## config.mk

```make
export PLATFORM = sky130hd
export DESIGN_NAME = ftc_regs
export DESIGN_NICKNAME = d
export VERILOG_FILES = /design/src/ftc_pkg.sv /design/src/ftc_regs.sv
export VERILOG_INCLUDE_DIRS = /design/src
export SDC_FILE = /design/constraint.sdc
export NUM_CORES = 1
export LEC_CHECK = 0
export BUFFER_PORTS_ARGS = -buffer_cell sky130_fd_sc_hd__buf_4
export CORE_MARGIN = 1.5
export CORE_UTILIZATION = 61
export DETAILED_ROUTE_END_ITERATION = 10
export PLACE_DENSITY = 0.81
export SLEW_MARGIN = 40
export SYNTH_ARGS = -nofsm -noshare
export SYNTH_HDL_FRONTEND = slang
export SYNTH_SLANG_ARGS = --single-unit
```

## constraint.sdc

```tcl
create_clock -name clk -period 6.2 [get_ports clk]
set_input_delay 1.24 -clock clk [delete_from_list [all_inputs] [get_ports clk]]
set_output_delay 1.24 -clock clk [all_outputs]
set_load 0.05 [all_outputs]
```

## src/ftc_params.svh

```systemverilog
// Offsets, field positions, reset values and timing counts of the tuning bank.
`ifndef FTC_PARAMS_SVH
`define FTC_PARAMS_SVH

// ==========================================================================
// Register offsets
`define FTC_OFS_READ_ADDR     5'h00
`define FTC_OFS_ENABLE        5'h01
`define FTC_OFS_SETTINGS      5'h02
`define FTC_OFS_FINE_OVR      5'h03
`define FTC_OFS_STROBE        5'h04
`define FTC_OFS_CLK_PERIOD    5'h05
`define FTC_OFS_MEAS_ADJ      5'h06
`define FTC_OFS_SPARE         5'h07
`define FTC_OFS_CAL_STATUS    5'h08
`define FTC_OFS_CAL_COUNT     5'h09
`define FTC_OFS_ST_MODE       5'h0e
`define FTC_OFS_ST_RESULT     5'h0f

// ==========================================================================
// Field positions
`define FTC_EN_CAL_BIT        1
`define FTC_EN_FORCE_BIT      4
`define FTC_STAT_BUSY_BIT     4
`define FTC_STAT_NVW_BIT      5
`define FTC_ST_BUSY_BIT       16

// ==========================================================================
// Reset values and trim limit
`define FTC_RST_AMP_BIAS      2'h1
`define FTC_RST_OUT_BIAS      2'h2
`define FTC_RST_BAND          4'h0
`define FTC_RST_PERIOD        15'h0000
`define FTC_RST_MEAS_ADJ      9'h000
`define FTC_TRIM_MAX          4'hb

// ==========================================================================
// Frame and timing
`define FTC_FRAME_BITS        6'd29
`define FTC_ADJ_STEP_PS       1024
`define FTC_CAL_CYCLES        1024
`define FTC_ST_CYCLES         262144

`endif

```

## src/ftc_pkg.sv

```systemverilog
// Types shared by the filter tuning register bank.
package ftc_pkg;

   // =======================================================================
   // Analog setting group driven to the filter.
   typedef struct packed {
      logic [1:0] amp_bias;
      logic [1:0] out_bias;
      logic       gain_boost_select;
      logic       filter_skip;
      logic [3:0] coarse_band;
      logic       zin_msb;
   } ftc_settings_t;

   typedef enum logic [1:0] {
      FTC_IDLE,
      FTC_CAL,
      FTC_SELFTEST
   } ftc_state_t;

endpackage

```

## src/ftc_regs.sv

```systemverilog
// Serial register bank with calibration sequencer for the tunable filter.
`timescale 1ns/10ps
`include "ftc_params.svh"

module ftc_regs #(
   parameter int CAL_CYCLES = `FTC_CAL_CYCLES,
   parameter int ST_CYCLES  = `FTC_ST_CYCLES
) (
   input  wire logic                  clk,
   input  wire logic                  rst,
   input  wire logic                  spi_sck,
   input  wire logic                  spi_sel,
   input  wire logic                  spi_sdi,
   output logic                       spi_sdo,
   input  wire logic [23:0]           cal_count,
   input  wire logic                  nonvolatile_write_active,
   output ftc_pkg::ftc_settings_t     settings,
   output logic [8:0]                 band_onehot,
   output logic [3:0]                 fine_trim,
   output logic                       cal_run,
   output logic                       rc_selftest_run
);

   // ======================================================================
   // State
   logic                   sck_q, sck_d;
   logic [5:0]             bits_q, bits_d;
   logic [28:0]            sr_q, sr_d;
   logic [23:0]            rd_q, rd_d;
   logic                   sdo_q, sdo_d;
   logic [4:0]             rd_addr_q, rd_addr_d;
   logic                   cal_en_q, cal_en_d;
   logic                   force_q, force_d;
   logic                   selftest_mode_on_q, selftest_mode_on_d;
   ftc_pkg::ftc_settings_t set_q, set_d;
   logic [3:0]             ovr_q, ovr_d;
   logic [14:0]            period_q, period_d;
   logic [8:0]             adj_q, adj_d;
   ftc_pkg::ftc_state_t    st_q, st_d;
   logic [18:0]            cnt_q, cnt_d;
   logic [3:0]             cal_trim_q, cal_trim_d;
   logic [15:0]            crc_q, crc_d;
   logic                   selftest_running_q, selftest_running_d;
   logic [8:0]             band_q, band_d;
   logic [3:0]             trim_q, trim_d;
   logic                   run_q, run_d;
   logic                   strun_q, strun_d;

   // ======================================================================
   // Helpers
   // The correction is scaled to picoseconds and added with sign.
   function automatic logic [3:0] decode_trim(input logic [23:0] raw,
                                              input logic [8:0]  adj);
      logic signed [35:0] sum;
      logic [35:0]        shifted;
      sum = $signed({12'h000, raw}) +
            $signed({{27{adj[8]}}, adj}) * 36'(`FTC_ADJ_STEP_PS);
      // A negative sum clamps to the lowest trim instead of wrapping.
      shifted = 36'(sum) >> 12;
      if (sum < 0) begin
         decode_trim = 4'h0;
      end else if (shifted > 36'(`FTC_TRIM_MAX)) begin
         decode_trim = `FTC_TRIM_MAX;
      end else begin
         decode_trim = shifted[3:0];
      end
   endfunction

   function automatic logic [23:0] read_reg(input logic [4:0] a);
      read_reg = 24'h000000;
      case (a)
         `FTC_OFS_ENABLE: begin
            read_reg[`FTC_EN_CAL_BIT]   = cal_en_q;
            read_reg[`FTC_EN_FORCE_BIT] = force_q;
         end
         `FTC_OFS_SETTINGS: begin
            read_reg[1:0] = set_q.amp_bias;
            read_reg[3:2] = set_q.out_bias;
            read_reg[4]   = set_q.gain_boost_select;
            read_reg[5]   = set_q.filter_skip;
            read_reg[9:6] = set_q.coarse_band;
            read_reg[10]  = set_q.zin_msb;
         end
         `FTC_OFS_FINE_OVR:   read_reg[3:0]  = ovr_q;
         `FTC_OFS_CLK_PERIOD: read_reg[14:0] = period_q;
         `FTC_OFS_MEAS_ADJ:   read_reg[8:0]  = adj_q;
         `FTC_OFS_CAL_STATUS: begin
            read_reg[3:0] = cal_trim_q;
            read_reg[`FTC_STAT_BUSY_BIT] = (st_q == ftc_pkg::FTC_CAL);
            read_reg[`FTC_STAT_NVW_BIT]  = nonvolatile_write_active;
         end
         `FTC_OFS_CAL_COUNT:  read_reg = cal_count;
         `FTC_OFS_ST_MODE:    read_reg[0] = selftest_mode_on_q;
         `FTC_OFS_ST_RESULT: begin
            read_reg[15:0] = crc_q;
            read_reg[`FTC_ST_BUSY_BIT] = selftest_running_q;
         end
         default:             read_reg = 24'h000000;
      endcase
   endfunction

   // ======================================================================
   // Next state
   always_comb begin
      logic        rise;
      logic        fall;
      logic        wr;
      logic [4:0]  wa;
      logic [23:0] wd;
      rise = 1'b0;
      fall = 1'b0;
      wr   = 1'b0;
      wa   = sr_q[4:0];
      wd   = sr_q[28:5];
      sck_d = spi_sck;
      bits_d = bits_q;
      sr_d = sr_q;
      rd_d = rd_q;
      sdo_d = sdo_q;
      rd_addr_d = rd_addr_q;
      cal_en_d = cal_en_q;
      force_d = force_q;
      selftest_mode_on_d = selftest_mode_on_q;
      set_d = set_q;
      ovr_d = ovr_q;
      period_d = period_q;
      adj_d = adj_q;
      st_d = st_q;
      cnt_d = cnt_q;
      cal_trim_d = cal_trim_q;
      crc_d = crc_q;
      selftest_running_d = selftest_running_q;
      rise = spi_sel && spi_sck && !sck_q;
      fall = spi_sel && !spi_sck && sck_q;
      if (!spi_sel) begin
         // A frame that is cut short is dropped without a write.
         wr = (bits_q == `FTC_FRAME_BITS);
         bits_d = 6'd0;
         rd_d = read_reg(rd_addr_q);
         sdo_d = 1'b0;
      end else begin
         if (rise && bits_q != `FTC_FRAME_BITS) begin
            sr_d = {sr_q[27:0], spi_sdi};
            bits_d = bits_q + 6'd1;
         end
         if (fall) begin
            sdo_d = rd_q[23];
            rd_d = {rd_q[22:0], 1'b0};
         end
      end
      if (wr) begin
         case (wa)
            `FTC_OFS_READ_ADDR: rd_addr_d = wd[4:0];
            `FTC_OFS_ENABLE: begin
               cal_en_d = wd[`FTC_EN_CAL_BIT];
               force_d  = wd[`FTC_EN_FORCE_BIT];
            end
            `FTC_OFS_SETTINGS: begin
               // The carrier lists its fields in the reverse of the register
               // bit order, so each field is placed by hand.
               set_d.amp_bias          = wd[1:0];
               set_d.out_bias          = wd[3:2];
               set_d.gain_boost_select = wd[4];
               set_d.filter_skip       = wd[5];
               set_d.coarse_band       = wd[9:6];
               set_d.zin_msb           = wd[10];
            end
            `FTC_OFS_FINE_OVR:   ovr_d = wd[3:0];
            `FTC_OFS_CLK_PERIOD: period_d = wd[14:0];
            `FTC_OFS_MEAS_ADJ:   adj_d = wd[8:0];
            `FTC_OFS_ST_MODE:    selftest_mode_on_d = wd[0];
            default: ;
         endcase
      end
      case (st_q)
         ftc_pkg::FTC_IDLE: begin
            // Data of the strobe write is never looked at.
            if (wr && wa == `FTC_OFS_STROBE) begin
               cnt_d = 19'd0;
               if (selftest_mode_on_q) begin
                  st_d = ftc_pkg::FTC_SELFTEST;
                  selftest_running_d = 1'b1;
                  crc_d = 16'hffff;
               end else begin
                  st_d = ftc_pkg::FTC_CAL;
               end
            end
         end
         ftc_pkg::FTC_CAL: begin
            // The sequence waits while the circuit is disabled.
            if (cal_en_q) begin
               cnt_d = cnt_q + 19'd1;
               if (cnt_q == 19'(CAL_CYCLES - 1)) begin
                  cal_trim_d = decode_trim(cal_count, adj_q);
                  st_d = ftc_pkg::FTC_IDLE;
               end
            end
         end
         ftc_pkg::FTC_SELFTEST: begin
            cnt_d = cnt_q + 19'd1;
            crc_d = {crc_q[14:0], 1'b0} ^
                    ((crc_q[15] ^ cal_count[0] ^ period_q[0] ^ adj_q[0])
                     ? 16'h1021 : 16'h0000);
            if (cnt_q == 19'(ST_CYCLES - 1)) begin
               selftest_running_d = 1'b0;
               st_d = ftc_pkg::FTC_IDLE;
            end
         end
         default: st_d = ftc_pkg::FTC_IDLE;
      endcase
      band_d = (set_q.coarse_band <= 4'h8)
             ? 9'(9'h001 << set_q.coarse_band) : 9'h000;
      trim_d = force_q ? ovr_q : cal_trim_q;
      run_d = cal_en_q && (st_q == ftc_pkg::FTC_CAL);
      strun_d = (st_q == ftc_pkg::FTC_SELFTEST);
   end

   // ======================================================================
   // Registers
   always_ff @(posedge clk) begin
      if (rst) begin
         sck_q <= 1'b0;
         bits_q <= 6'd0;
         sr_q <= 29'h0;
         rd_q <= 24'h0;
         sdo_q <= 1'b0;
         rd_addr_q <= 5'h00;
         cal_en_q <= 1'b0;
         force_q <= 1'b0;
         selftest_mode_on_q <= 1'b0;
         set_q <= '{amp_bias: `FTC_RST_AMP_BIAS,
                    out_bias: `FTC_RST_OUT_BIAS,
                    gain_boost_select: 1'b0,
                    filter_skip: 1'b0,
                    coarse_band: `FTC_RST_BAND,
                    zin_msb: 1'b0};
         ovr_q <= 4'h0;
         period_q <= `FTC_RST_PERIOD;
         adj_q <= `FTC_RST_MEAS_ADJ;
         st_q <= ftc_pkg::FTC_IDLE;
         cnt_q <= 19'd0;
         cal_trim_q <= 4'h0;
         crc_q <= 16'h0000;
         selftest_running_q <= 1'b0;
         band_q <= 9'h000;
         trim_q <= 4'h0;
         run_q <= 1'b0;
         strun_q <= 1'b0;
      end else begin
         sck_q <= sck_d;
         bits_q <= bits_d;
         sr_q <= sr_d;
         rd_q <= rd_d;
         sdo_q <= sdo_d;
         rd_addr_q <= rd_addr_d;
         cal_en_q <= cal_en_d;
         force_q <= force_d;
         selftest_mode_on_q <= selftest_mode_on_d;
         set_q <= set_d;
         ovr_q <= ovr_d;
         period_q <= period_d;
         adj_q <= adj_d;
         st_q <= st_d;
         cnt_q <= cnt_d;
         cal_trim_q <= cal_trim_d;
         crc_q <= crc_d;
         selftest_running_q <= selftest_running_d;
         band_q <= band_d;
         trim_q <= trim_d;
         run_q <= run_d;
         strun_q <= strun_d;
      end
   end

   assign spi_sdo         = sdo_q;
   assign settings        = set_q;
   assign band_onehot     = band_q;
   assign fine_trim       = trim_q;
   assign cal_run         = run_q;
   assign rc_selftest_run = strun_q;

endmodule // ftc_regs

```

==> impl_metrics.tcl, run 1 <==
set metrics [dict create \
    status "complete, no violations" \
    io_buf_count 56 \
    clkLatencyLatePin_ns 0.43 \
    design.portCount 57 \
    rows 40 \
    cts_clock_pin_slew_for_the_worst_setup_and_hold_paths_ns 0.06 \
    tritoncts_buffers 17 \
    route.detailed.drc 0 \
    ctsHtreeMaxLevel 4 \
    drive_above_1_share 0.116 \
    worstPathRequired_ns 6.57 \
    cts_num_sinks 156 \
    synth-edff-count 0 \
    timing.critical_path.slowest_stage_cell "a2111oi_1" \
    initial_core_utilization 0.627 \
    worstSetupStartpointType "primary input" \
    place_hpwl_um 13600 \
    commonest_cells_after_routing_fill_and_taps_aside "169 x nand2_1, 156 x dfxtp_1, 106 x nor2_1, 106 x a21oi_1, 64 x buf_4" \
    yosysUniqueCellTypes 64 \
    post_cts.resized_instances 0 \
    grt_antenna_before_repair 0 \
    totalNegativeSetupSlack_ns 0 \
    synthSimpleGateAreaFrac 0.253 \
    coreArea_mm2 0.0120 \
    grt_start_max_net_pins 78 \
    vias 7021 \
    critPathBufInv 1 \
    setup_violations 0 \
    numPlacedInstances 1092 \
    cts.root.buffer_cell "clkbuf_16" \
    wl_per_cell_um 17.7 \
    synthMuxAreaShare 0.0282 \
    post_synth_xor_area_fraction 0.0360 \
    max-slew-margin-rel 0.416 \
    dr.pass1.iters 5 \
    critPathMaxStageDelay_ns 0.66 \
    areaGrowthSynthToFinish_pct 13.5 \
    drt_first_iter_violations 700 \
    max-clock-path-buffers 2 \
    finalWirelength_um 19900 \
    maxClockFrequency_ghz 0.293 \
    synth_compound_gate_area_share 0.191 \
    hold_viol 0 \
    synth_flop_cell "dfxtp_1" \
    instances_no_fill 1125 \
    post_synth_instance_area_mm2 0.00754 \
    final_min_period_over_clock_period 0.551 \
    stdcell_area_mm2 0.00855 \
    die-height_um 114 \
    clock_skew_ns 0.00817 \
    crit_path_end_kind "flop" \
    post_synth_inst_count 946 \
    vias_per_cell 6.24 \
    tightest_slew_ns 0.869 \
    layout.filler_cells 1001 \
    rsz0062_at_grt "no" \
    portion_of_the_post_synthesis_area_used_by_sequential_elements 0.414 \
    grt_overflow_total 0 \
    worstPathCellList "buf_4, ha_1, nand4_1, a21o_1, a2111oi_1, nor2_1, mux2i_1, a2111oi_0, a31o_2" \
    finalNetCount 1015 \
    fin_crit_ns 3.42 \
    drv.max_cap_violation_count 0 \
    die_width_um 114 \
    worst_hold_slack_after_final_layout_ns 0.455 \
    die-area_mm2 0.0130 \
    ir_drop_v 0.000210 \
    timing.final.max_slew_violations 0 \
    synth_adder_area_share 0.0332 \
    cts_tree "done" \
    min-delay-path-class "reg2reg" \
    static-leakage-power_nw 3.13 \
    timing.critical_path.fanout_max 6 \
    post_synth.cell_area_avg_um2 7.97 \
    post-cts-setup-buffer-count 0 \
    grt_busiest_layer "met2" \
    cellPowerDensity_mw_per_mm2 254 \
    postSynthRegisterBits 156 \
    synthArstFlopShare 0 \
    area_fraction_of_the_dominant_cell_type_after_synthesis 0.414 \
    timing_worst_setup_path_type "in2reg" \
    cts_hold_buf 0 \
    post_synth_main_area_contributors "dfxtp_1 41%, nand2_1 8.4%, a21oi_1 7.0%" \
    synth_fp_nets 996 \
    synthDominantAreaCellType "dfxtp_1" \
    postPlaceCellArea_mm2 0.00794 \
    worst_ep_arrival_time_ns 3.78 \
    globalRouteMet1Util 0.405 \
    most_frequent_standard_cell_in_the_layout_excluding_fill_and_tap_cells "nand2_1" \
    global_route.usage.met2 0.510 \
    number_of_nets_with_antenna_violations_after_routing 0 \
    groute.usage.overall 0.315 \
    grt_first_pass_wirelength_um 32200 \
    main_combinational_cell_family_by_area_after_synthesis "simple AND/OR/NAND/NOR gates" \
    grt_util_met3 0.0704 \
    first_global_vias 6564 \
    globalplace.congestion 0.917 \
    synth-warning-count 0 \
    cp_top_family "compound AO/OA/AOI/OAI gates" \
    diodes 0 \
]
[area by class of cell]
type	count	area [um2]	area share
clock inverter	8	106	0.0124
tap	147	184	0.0215
clock buffer	24	492	0.0575
multi-input combinational	707	4100	0.479
sequential	156	3120	0.365
inverter	19	71.3	0.00834
timing repair buffer	64	480	0.0562
[cell usage after synthesis (14+ instances only)]
| library cell | count |
|---|---|
| nand2_1 | 169 |
| dfxtp_1 | 156 |
| a21oi_1 | 106 |
| nor2_1 | 106 |
| clkbuf_1 | 55 |
| nor3_1 | 23 |
| a211oi_1 | 20 |
| ha_1 | 20 |
| inv_1 | 19 |
| mux2i_1 | 19 |
| nand3_1 | 19 |
| xnor2_1 | 17 |
| o21ai_0 | 15 |
| xor2_1 | 14 |
[through the flow]
step | setup WS [ns] | power (W) | util
3_5_place_dp | 2.38 | 0.00115 | 0.661
3_3_place_gp | 2.37 | 0.00114 | 0.661
2_1_floorplan | 2.73 | 0.00111 | -
5_1_grt | 2.58 | 0.00223 | 0.712
4_1_cts | 2.82 | 0.00218 | 0.711
6_report | 2.78 | 0.00217 | 0.712
[flip-flops by register name, indices dropped and copies added, names as in the netlist, 2 cells and up]
| signal | cells |
|---|---|
| rd_q | 24 |
| adj_q | 9 |
| fine_trim | 4 |
| rd_addr_q | 5 |
| crc_q | 16 |
| sr_q | 20 |
| period_q | 15 |
| ovr_q | 4 |
| cnt_q | 19 |
| band_onehot | 9 |
| st_q | 2 |
| cal_trim_q | 4 |
| bits_q | 6 |
| settings | 11 |
[kinds of logic after synthesis]
group           Yosys count
compound gates          222
xor+xnor                 31
fa+ha+maj                20
buf+inv                  83
flops                   156
mux                      21
simple gates            413
[power breakdown]
group | total, W | internal (W) | leakage (nW) | switching, W
Clock | 0.00105 | 0.000638 | 0.287 | 0.000408
Combinational | 0.000110 | 0.0000384 | 1.58 | 0.0000712
Sequential | 0.00102 | 0.00101 | 1.26 | 0.00000568
[worst register-to-register path, stage by stage, from the launching register on]
cell,delay [ns]
dfxtp_1,0.70
ha_1,0.43
and2_1,0.24
a2111oi_0,0.52
o31ai_1,0.21
or4_1,0.50
o31ai_1,0.08
nor2_1,0.12
a221oi_1,0.26
[final timing paths]
path | start | endpoint | slack (ns) | cells past startpoint
min reg2reg | rd_q[23] | spi_sdo | 0.46 | 2
min | rd_q[23] | spi_sdo | 0.46 | 2
max reg2reg | adj_q[8] | cal_trim_q[0] | 3.05 | 8
max | cal_count[12] | cal_trim_q[2] | 2.78 | 9
[layer usage]
metal | routed length (um) | up-vias
met4 | 534 | 0
met5 | 0 | -
met3 | 1600 | 59
li1 | - | 3389
met2 | 9380 | 312
met1 | 8420 | 3261
Note: power is estimated with default switching activity, not from simulation.
==> run 2: changes to the inputs <==
--- a/config.mk
+++ b/config.mk
@@ -6,11 +6,12 @@
 export SDC_FILE = /design/constraint.sdc
 export NUM_CORES = 1
 export LEC_CHECK = 0
+export ABC_AREA = 1
 export BUFFER_PORTS_ARGS = -buffer_cell sky130_fd_sc_hd__buf_4
 export CORE_MARGIN = 1.5
-export CORE_UTILIZATION = 61
+export CORE_UTILIZATION = 54
 export DETAILED_ROUTE_END_ITERATION = 10
-export PLACE_DENSITY = 0.81
+export PLACE_DENSITY = 0.76
 export SLEW_MARGIN = 40
 export SYNTH_ARGS = -nofsm -noshare
 export SYNTH_HDL_FRONTEND = slang
==> constraint.sdc (replaced) <==
create_clock -name clk -period 3.1 [get_ports clk]
set_input_delay 0.62 -clock clk [delete_from_list [all_inputs] [get_ports clk]]
set_output_delay 0.62 -clock clk [all_outputs]
set_load 0.05 [all_outputs]
==> impl_metrics.tcl, run 2 <==
set metrics [dict create \
    fin_crit_ns 2.40 \
    clock_skew_ns 0.0116 \
    globalplace.congestion 0.901 \
    synthDominantAreaCellType "dfxtp_1" \
    synth_top_cells_by_count "196 x nand2_1, 156 x dfxtp_1, 146 x inv_1, 121 x o21ai_0, 116 x nor2_1" \
    comb_power_share 0.052 \
    dr.pass1.iters 7 \
    cts_num_sinks 156 \
    initial_core_utilization 0.552 \
    first_global_vias 6735 \
    coreArea_mm2 0.0138 \
    min-delay-path-class "in2reg" \
    cellPowerDensity_mw_per_mm2 505 \
    rows 43 \
    synth_flop_cell "dfxtp_1" \
    cts_clock_pin_slew_for_the_worst_setup_and_hold_paths_ns 0.06 \
    most_frequent_standard_cell_in_the_layout_excluding_fill_and_tap_cells "nand2_1" \
    diodes 0 \
    vias 7358 \
    yosysUniqueCellTypes 50 \
    p_sw_frac 0.250 \
    cts_tree "done" \
    top_registers "rd_q x24, sr_q x20, cnt_q x19" \
    max-slew-margin-rel 0.538 \
    setup_violations 0 \
    worstPathRequired_ns 3.40 \
    commonest_cells_after_routing_fill_and_taps_aside "196 x nand2_1, 156 x dfxtp_1, 145 x inv_1" \
    worst_ep_arrival_time_ns 2.70 \
    rsz0062_at_grt "no" \
    grt_overflow_total 0 \
    overall_power_w 0.00444 \
    post_synth.cell_area_avg_um2 7.09 \
    static-leakage-power_nw 3.64 \
    ir_drop_v 0.000376 \
    grt_start_max_net_pins 43 \
    place_hpwl_um 14900 \
    area_fraction_of_the_dominant_cell_type_after_synthesis 0.409 \
    hold_viol 0 \
    synth_fp_nets 1126 \
    timing.final.max_slew_violations 0 \
    worstSetupStartpointType "flop" \
    clkLatencyLatePin_ns 0.43 \
    synth-warning-count 0 \
    status "complete, no violations" \
    drt_first_iter_violations 649 \
    design.portCount 57 \
    finalNetCount 1173 \
    post_synth_instance_area_mm2 0.00763 \
    cts.root.buffer_cell "clkbuf_16" \
    post_synth_inst_count 1076 \
    areaGrowthSynthToFinish_pct 15.3 \
    max-clock-path-buffers 2 \
    largest_register "rd_q" \
    finalWirelength_um 20500 \
    portion_of_the_post_synthesis_area_used_by_sequential_elements 0.409 \
    cts_hold_buf 0 \
    groute.usage.overall 0.288 \
    final_util 0.637 \
    post-cts-setup-buffer-count 0 \
    grt_antenna_before_repair 0 \
    die-area_mm2 0.0149 \
    clkPwrFrac 0.483 \
    post_cts.resized_instances 0 \
    wl_per_cell_um 15.6 \
    largest_register_ff_count 24 \
    tightest_slew_ns 0.692 \
    seqPwrFrac 0.464 \
    maxClockFrequency_ghz 0.417 \
    synth-edff-count 0 \
    vias_per_cell 5.60 \
    ctsHtreeMaxLevel 4 \
    io_buf_count 56 \
    synth_most_common_cell "nand2_1" \
    timing.critical_path.fanout_max 9 \
    die_width_um 122 \
    totalNegativeSetupSlack_ns 0 \
    synthArstFlopShare 0 \
    drive_above_1_share 0.106 \
    tritoncts_buffers 17 \
    grt_first_pass_wirelength_um 33700 \
    drv.max_cap_violation_count 0 \
    final_min_period_over_clock_period 0.774 \
    postSynthRegisterBits 156 \
    cellInternalPower_w 0.00333 \
    post_synth_main_area_contributors "dfxtp_1 41%, nand2_1 9.6%, o21ai_0 7.9%" \
    die-height_um 122 \
    crit_path_end_kind "flop" \
    number_of_nets_with_antenna_violations_after_routing 0 \
    timing_worst_setup_path_type "reg2reg" \
    route.detailed.drc 0 \
    power.net_switching_w 0.00111 \
]
-- run 2: cell count changes after synthesis, sizes merged, moves of 17 or more --
cell | previous run | this run
inv | 19 | 149
o21ai | 15 | 126
nand2 | 169 | 197
clkbuf | 55 | 32
nand3 | 19 | 40
mux2i | 19 | 1
a211oi | 20 | 3
-- run 2: per-layer routing --
layer  vias to the layer above  GRT usage  wire length [um]
met5                         -          0                 0
met4                         0     0.0838               312
met3                        26     0.0534              1450
met2                       237      0.440              9250
met1                      3409      0.415              9510
li1                       3686          -                 -
-- run 2: cell families (layout without fill, tap and decap cells) --
| group | Yosys count | after routing | share of synthesized area |
|---|---|---|---|
| compound gates | 286 | 286 | 0.213 |
| xor+xnor | 11 | 11 | 0.0126 |
| fa+ha+maj | 20 | 20 | 0.0328 |
| buf+inv | 189 | 248 | 0.0944 |
| flops | 156 | 156 | 0.409 |
| mux | 1 | 1 | 0.00131 |
| simple gates | 413 | 413 | 0.236 |
-- run 2: worst max-delay path, stage by stage (launching register included) --
cell	delay [ns]
dfxtp_1	0.55
ha_1	0.37
nand2_1	0.16
inv_1	0.06
nand2_1	0.06
nand2_1	0.07
a21oi_1	0.19
nand3_1	0.19
nand2_1	0.10
o21ai_0	0.08
nor2_1	0.21
nand3_1	0.10
nand2_1	0.08
a21oi_1	0.06
-- run 2: stage by stage --
step / hold WS (ns) / instance area (um2) / instances / setup slack [ns]
6_report: 0.447 / 8800 / 1315 / 0.700
5_1_grt: 0.470 / 8800 / 1315 / 0.448
4_1_cts: 0.447 / 8800 / 1315 / 0.706
3_5_place_dp: 0.438 / 8200 / 1284 / 0.408
3_3_place_gp: 0.436 / 8200 / 1284 / 0.436
2_1_floorplan: 0.424 / 7630 / 1076 / 0.943
-- run 2: path summary, 6_finish.rpt --
check / from / endpoint / slack [ns] / cells past startpoint
worst max-delay path: adj_q[8] / cal_trim_q[1] / 0.70 / 13
worst min register to register: period_q[5] / period_q[5] / 0.45 / 2
worst min-delay path: cal_count[8] / rd_q[8] / 0.45 / 3
worst max register to register: adj_q[8] / cal_trim_q[1] / 0.70 / 13
-- run 2: final cells by class --
type / instances / area [um2]
Inverter: 151 / 567
Tap cell: 180 / 225
Sequential cell: 156 / 3120
Clock inverter: 14 / 178
Clock buffer: 17 / 425
Fill cell: 1265 / 5030
Timing Repair Buffer: 66 / 495
Multi-Input combinational cell: 731 / 3790
-- run 2: power by group through the flow --
stage	Sequential [W]	Combinational [W]	Clock, W
6_report	0.00206	0.000233	0.00215
5_1_grt	0.00207	0.000261	0.00225
4_1_cts	0.00206	0.000231	0.00215
3_5_place_dp	0.00211	0.000229	0
3_3_place_gp	0.00211	0.000226	0
2_1_floorplan	0.00210	0.000148	0
